--- config.mk ---
export PLATFORM = sky130hd
export DESIGN_NAME = bed_prbs
export DESIGN_NICKNAME = d
export VERILOG_FILES = /design/src/bed_pkg.sv /design/src/bed_prbs.sv
export SDC_FILE = /design/constraint.sdc
export NUM_CORES = 1
export LEC_CHECK = 0
export ABC_AREA = 1
export ABC_CLOCK_PERIOD_IN_PS = 1200
export BUFFER_PORTS_ARGS = -buffer_cell sky130_fd_sc_hd__buf_2
export CAP_MARGIN = 20
export CORE_MARGIN = 2
export CORE_UTILIZATION = 23
export CTS_BUF_LIST = sky130_fd_sc_hd__clkbuf_4
export DETAILED_ROUTE_END_ITERATION = 6
export HOLD_SLACK_MARGIN = 0.15
export SLEW_MARGIN = 10
export SYNTH_ARGS = -nofsm -noshare
export SYNTH_HDL_FRONTEND = slang
export SYNTH_SLANG_ARGS = --single-unit
--- constraint.sdc ---
create_clock -name pclk -period 1.2 [get_ports pclk]
set_input_delay 0.12 -clock pclk [delete_from_list [all_inputs] [get_ports pclk]]
set_output_delay 0.12 -clock pclk [all_outputs]
set_load 0.01 [all_outputs]
--- src/bed_pkg.sv ---
// bed_pkg: constants, enums, structs and APB map of the error checker.
// assumes a 40 MHz pclk; the bit clock arrives as a strobe in that domain.
package bed_pkg;
  localparam int          CLK_HZ        = 40000000;
  localparam int          SECOND_NS     = 1000000000;
  localparam int          CLK_NS        = SECOND_NS / CLK_HZ;
  localparam int          TICK_CYCLES   = SECOND_NS / CLK_NS;
  localparam logic [31:0] GATE_MIN_S    = 32'h0000_0001;
  localparam logic [31:0] GATE_MAX_S    = 32'h000d_2f00 - 32'h1;
  localparam int          FRAME_BITS    = 64;
  localparam int          FRAME_MIN_LEN = 128;
  localparam int          UPAT_AW       = 12;
  localparam int          UPAT_DEPTH    = 4096;
  localparam int          THR_MIN_DEC   = 2;
  localparam int          THR_MAX_DEC   = 8;
  localparam int          SYNC_WIN_LOG  = 10;
  localparam int          IDLE_LOG      = 10;
  localparam logic [7:0] ADR_CTRL  = 8'h00;
  localparam logic [7:0] ADR_GATE  = 8'h04;
  localparam logic [7:0] ADR_UPLEN = 8'h08;
  localparam logic [7:0] ADR_FPOS  = 8'h0c;
  localparam logic [7:0] ADR_UPWR  = 8'h10;
  localparam logic [7:0] ADR_STAT  = 8'h14;
  localparam logic [7:0] ADR_ONES  = 8'h18;
  localparam logic [7:0] ADR_ZERO  = 8'h1c;
  localparam logic [7:0] ADR_TOTAL = 8'h20;
  localparam logic [7:0] ADR_BITS  = 8'h24;
  localparam logic [7:0] ADR_RATE  = 8'h28;
  localparam logic [7:0] ADR_TIME  = 8'h2c;
  localparam logic [7:0] ADR_PROG  = 8'h30;
  localparam logic [31:0] CTRL_RST  = 32'h0000_0000;
  localparam logic [31:0] GATE_RST  = 32'h0000_0001;
  localparam logic [31:0] UPLEN_RST = 32'h0000_0080;
  localparam logic [31:0] FPOS_RST  = 32'h0000_0001;
  typedef enum logic [2:0] {
    BED_PRBS7 = 3'h0, BED_PRBS9 = 3'h1, BED_PRBS15 = 3'h2,
    BED_PRBS23 = 3'h3, BED_PRBS31 = 3'h4, BED_USER = 3'h5
  } bed_pat_t;
  typedef enum logic [1:0] {
    BED_REPEAT = 2'h0, BED_SINGLE = 2'h1, BED_UNTIMED = 2'h2
  } bed_gate_t;
  typedef enum logic [1:0] {
    BED_DIFF = 2'h0, BED_TRUE = 2'h1, BED_COMP = 2'h2
  } bed_in_t;
  typedef enum logic [1:0] {
    BED_ELAPSED = 2'h0, BED_REMAIN = 2'h1, BED_START = 2'h2
  } bed_time_t;
  typedef enum logic [3:0] {
    BED_IDLE = 4'b0001, BED_HUNT = 4'b0010, BED_FRAME = 4'b0100,
    BED_LOCK = 4'b1000
  } bed_st_t;
  // ctrl word layout, high bit first
  typedef struct packed {
    logic [9:0] spare;
    logic       hist_clr;
    logic       current;
    logic [1:0] view;
    logic [1:0] time_view;
    bed_gate_t  gating;
    logic       tracking;
    logic       frame_sync;
    logic [3:0] thr_dec;
    logic       auto_sync;
    bed_in_t    input_sel;
    logic       polarity_select;
    bed_pat_t   pattern;
    logic       start;
  } bed_ctrl_t;
  typedef struct packed {
    logic     valid;
    logic     data_p;
    logic     data_n;
  } bed_rx_t;
  typedef struct packed {
    bed_pat_t pattern;
    logic     polarity_select;
  } bed_trk_t;
endpackage

--- src/bed_prbs.sv ---
// bed_prbs: self-seeding prbs reference, one step per bit strobe.
// assumes load presents received bits while hunting for lock.
`timescale 1ns/1ps
module bed_prbs (
  // clock and reset
  input  wire logic              pclk,
  input  wire logic              presetn,
  // control
  input  wire bed_pkg::bed_pat_t pattern,
  input  wire logic              step,
  input  wire logic              load,
  input  wire logic              load_bit,
  // reference
  output logic                   ref_bit
);
  import bed_pkg::*;
  logic [30:0] state;
  logic        fb;
  always_comb begin
    unique case (pattern)
      BED_PRBS7:  fb = state[6] ^ state[5];
      BED_PRBS9:  fb = state[8] ^ state[4];
      BED_PRBS15: fb = state[14] ^ state[13];
      BED_PRBS23: fb = state[22] ^ state[17];
      default:    fb = state[30] ^ state[27];
    endcase
  end
  always_ff @(posedge pclk or negedge presetn) begin
    if (!presetn) begin
      state <= 31'h7fff_ffff;
    end else if (step) begin
      state <= {state[29:0], load ? load_bit : fb};
    end
  end
  assign ref_bit = fb;
endmodule

* Word-level counts from Yosys, hierarchy flattened *
Cells that the tools add are included.

word-level totals
  register bits after elaboration = 31
  logic and storage cells = 12
  output and inout port bits = 1
  input bits = 8

operators by class
  bitwise gates (word level) = 5
  reduce and logical (&&, ||, !) cells = 1
  multiplexer cells = 2
  equal/unequal tests = 3

operator list
  cell                                                              count
  3-bit by 2-bit == test with 1-bit output (second input constant)  2
  1-bit bitwise XOR                                                 5
  1-bit one-hot mux with 4 select lines                             1
  3-bit by 1-bit == test with 1-bit output (second input constant)  1
  3-bit logical NOT                                                 1
  1-bit 2-to-1 mux                                                  1

* Depth between registers and ports, before layout *
  depth in word-level cells = 3
  gate-level depth with buffers = 9

* Worst setup path before layout *
Ideal clock, no wire load.

  path kind = reg2reg
  from = register state[6]
  to = register state[0]
  path slack = 123 ps
  stages on the path, launching flop included = 10
  period minus slack after synthesis = 1077 ps
  buffers on the path = 0
  data arrival time = 1001 ps
  cell sequence = dfstp_2 -> nand2_1 -> inv_1 -> nor2_1 -> nand2_1 -> nand2_1 -> nor2_2 -> nand3_1 -> nand2_1 -> nand2_1

on the way
  longest elaborated chain between the ends = 3

ends and longest elaborated chain
  element                                RTL line        RTL
  start, declared                        bed_prbs.sv:17  logic [30:0] state;
  start signal, assigned                 bed_prbs.sv:32  state <= {state[29:0], load ? load_bit : fb};
  1-bit bitwise XOR                      bed_prbs.sv:21  BED_PRBS7: fb = state[6] ^ state[5];
  1-bit one-hot mux with 4 select lines  bed_prbs.sv:20  unique case (pattern)
  1-bit 2-to-1 mux                       bed_prbs.sv:32

Every way passes these cells.
A chain may end at the register's enable or synchronous reset.

* Final worst setup path *
  from = register state[6]
  to = output ref_bit

on the way
  longest elaborated chain between the ends = 2

ends and longest elaborated chain
  element                                RTL line        RTL
  1-bit bitwise XOR                      bed_prbs.sv:21
  1-bit one-hot mux with 4 select lines  bed_prbs.sv:20
  end, declared                          bed_prbs.sv:14  output logic ref_bit

Every way passes these cells.

==> results by group <==
Clock network
  – Clock Path Buffers: 2
  – CTS Buf Count: 5
  – TritonCTS clock tree: built
  – Root Buffer: clkbuf_4
  – Clock Latency Late Sink: 0.33 ns
  – H-tree Lvls: 2
  – Worst-path clk slew: 0.09 ns
  – Clk sinks: 31

Timing
  – Clock skew: ~0.006 ns
  – Tmin final: 1.55 ns
  – Slew @ Worst Pin: roughly 0.42 ns
  – Fin. Hold Viols: 0
  – Final WS setup: -0.345 ns
  – Final slew viol count: 0
  – Slew HR: 71.7%
  – FMAX: 647 MHz
  – RSZ-0062 raised after global routing: yes
  – Final Hold Slack: 0.192 ns
  – Period utilization: 129%
  – Setup violations, final: 1
  – Setup TNS: -0.345 ns

Placed design
  – Gpl congestion: between 0.6 and 0.7
  – Dpl hpwl: 1.45 mm
  – Placed Instances: 234
  – IO Port Bufs: 8
  – Dpl ws: -0.0121 ns

Cells and area
  – Biggest regs: state (31)
  – Nets@finish: 181
  – Post-Layout Cell Count: approximately 250
  – Layout cell share with drive strength beyond 1: a little under a third
  – Inserted Diodes: 0
  – Max reg flops: 31
  – Most flop-heavy register: state
  – Syn-to-layout area delta: 16.9%

Routing
  – Drt via density: ~3.9
  – Routed WL: 2.23 mm
  – Met1 wire length: approximately 1.1 mm
  – Wire per inst: around 9 um
  – First drt pass iteration count: 4
  – DRC: 0
  – Met3 routed WL: around 78 um
  – Total number of vias: between 900 and 1,000
  – Met2 Wirelength: ~1.0 mm
  – Initial detailed-routing violation count: between 60 and 70
  – Top Layer Used: met4
  – Final ANT Viol Nets: 0

Setup path
  – Crit path buffers/inverters: 2
  – CP Data Arrival Time: around 1.4 ns
  – Worst setup EP type: primary output
  – CP Cell Sequence: nand2_1 > inv_1 > nor2_1 > nand2_1 > nand2_1 > nor2_2 > nand2_1 > buf_2
  – Worst path top cell family by delay: flip-flops
  – Levels on crit path: 8
  – Critical Path Fanout Max: 3
  – Startpoint types: register
  – Req. time, crit path: 1.08 ns
  – Crit Path Class: reg -> out
  – R2R cell count: 9
  – Slowest cell on crit path: dfstp_2
  – Critical path's largest stage delay: roughly 0.55 ns
  – Most used cell, CP: nand2_1

Logic synthesis
  – Fraction of registers with async set/reset: 100%
  – Dominant synthesized flop cell: dfstp_2
  – Flops & latches, synth: 31
  – Yosys warns: 0
  – Post-synth top cells: 49 x nand2_1, 31 x dfstp_2, 27 x o21ai_0
  – Most frequent cell after synthesis: nand2_1
  – Post-synth net total: ~170
  – Post-synthesis sequential area ratio: 60.7%
  – Post-synth EDFFs: 0
  – Syn_area_per_cell: about 8.6 um^2
  – Mapped Area: 0.00134 mm^2
  – Gate Count Post-Synth: 157
  – Synth top area cells: dfstp_2 61%, nand2_1 14%, o21ai_0 10%
  – Synth area leader: dfstp_2
  – Post-synth cell types: 13
  – Share of the synthesized area in the top cell type: 60.7%

Global route
  – Pin count of the biggest net entering global routing: 33
  – Initial antenna violation count: 0
  – GRT overflow: 0
  – First-pass GRT wire length: about 3.9 mm
  – Vias in the first global route: 927
  – GRT Total Usage: 8.05%

Outcome
  – Status: complete, but fails checks
  – Failing checks: negative setup slack

Job
  – Number of max-cap violations: 0

Die
  – Starting Density: between 20 and 25%
  – Total Die Area: 0.00646 mm^2
  – Core Area: 0.00557 mm^2
  – Die W: 80.4 um
  – Height of the die: roughly 80 um
  – # rows: 27
  – IO Pins: 9

Worst hold path
  – Worst min-delay path category: in -> reg
  – Worst hold path depth: 5

Power and ir drop
  – Total Power: 2.37 mW
  – Leak: 0.671 nW
  – Pwr per Cell Area: ~1500 mW/mm^2
  – Worst VDD drop: around 0.76 mV
## cell type report
| type | instances | area (um^2) |
|---|---|---|
| Fill cell | 605 | 4010 |
| Sequential cell | 31 | 815 |
| Multi-Input combinational cell | 96 | 409 |
| Timing Repair Buffer | 15 | 113 |
| Inverter | 24 | 90.1 |
| Tap cell | 72 | 90.1 |
| Clock buffer | 6 | 45.0 |
| Clock inverter | 2 | 7.51 |
## path summary, 6_finish.rpt
path | endpoint | slack, ns | from
hold / removal | state[0] | 0.19 | pattern[2]
min in group asynchronous | state[26] | 0.47 | presetn
max in group asynchronous | state[23] | 0.69 | presetn
hold reg to reg | state[4] | 0.48 | state[3]
setup / recovery | ref_bit | -0.35 | state[6]
setup reg to reg | state[0] | 0.05 | state[6]
## cell families (layout without fill, tap and decap cells)
family / count (synthesis) / count (layout) / synth area share, %
buffers and inverters: 30 / 47 / 9.23
and+or+nand+nor: 66 / 66 / 18.9
AOI/OAI and AO/OA: 30 / 30 / 11.2
DFF: 31 / 31 / 60.7
## worst min-delay path, cell delays in order
cell,delay [ns]
buf_2,0.13
nand3_1,0.10
nand3_1,0.08
nand2_1,0.06
nand2_1,0.04
## cell usage in the layout (no fill, tap or decap)
master | synthesis | routed
buf_12 | 0 | 1
buf_2 | 3 | 8
nor2_1 | 13 | 12
o21ai_1 | 3 | 3
nor3_1 | 1 | 1
buf_4 | 2 | 3
nand2_2 | 0 | 1
dlygate4sd3_1 | 0 | 3
o21ai_0 | 27 | 27
nor2_2 | 1 | 2
nand3_1 | 2 | 2
dfstp_2 | 31 | 31
inv_2 | 1 | 2
nand2_1 | 49 | 48
inv_1 | 23 | 22
clkbuf_4 | 0 | 6
clkinv_1 | 0 | 2
## metal layers
| layer | GRT usage [%] | up-vias |
|---|---|---|
| li1 | - | 509 |
| met1 | 9.77 | 427 |
| met2 | 12.4 | 10 |
| met3 | 3.71 | 2 |
| met4 | 3.05 | 0 |
| met5 | 0 | - |
## power breakdown
group          switching, mW  internal [mW]
sequential            0.0852           1.34
clock                  0.340          0.239
combinational          0.219          0.149
total                  0.645           1.72
## metrics by stage
| stage | util, % | area, um^2 |
|---|---|---|
| finish | 28.1 | 1570 |
| global route | 28.1 | 1570 |
| CTS | 28.1 | 1560 |
| detailed placement | 26.4 | 1470 |
| global placement | 26.4 | 1470 |
| floorplan | - | 1340 |
## timing repair
| action | CTS | global route |
|---|---|---|
| endpoints found under the hold margin | 32 | 0 |
| setup endpoints to repair | 1 | 2 |
| pin swaps | 1 | 1 |
| hold buffers | 3 | 0 |
| buffers inserted | 1 | 0 |
| gates resized for setup | 0 | 3 |
(Power assumes the default switching activity.)
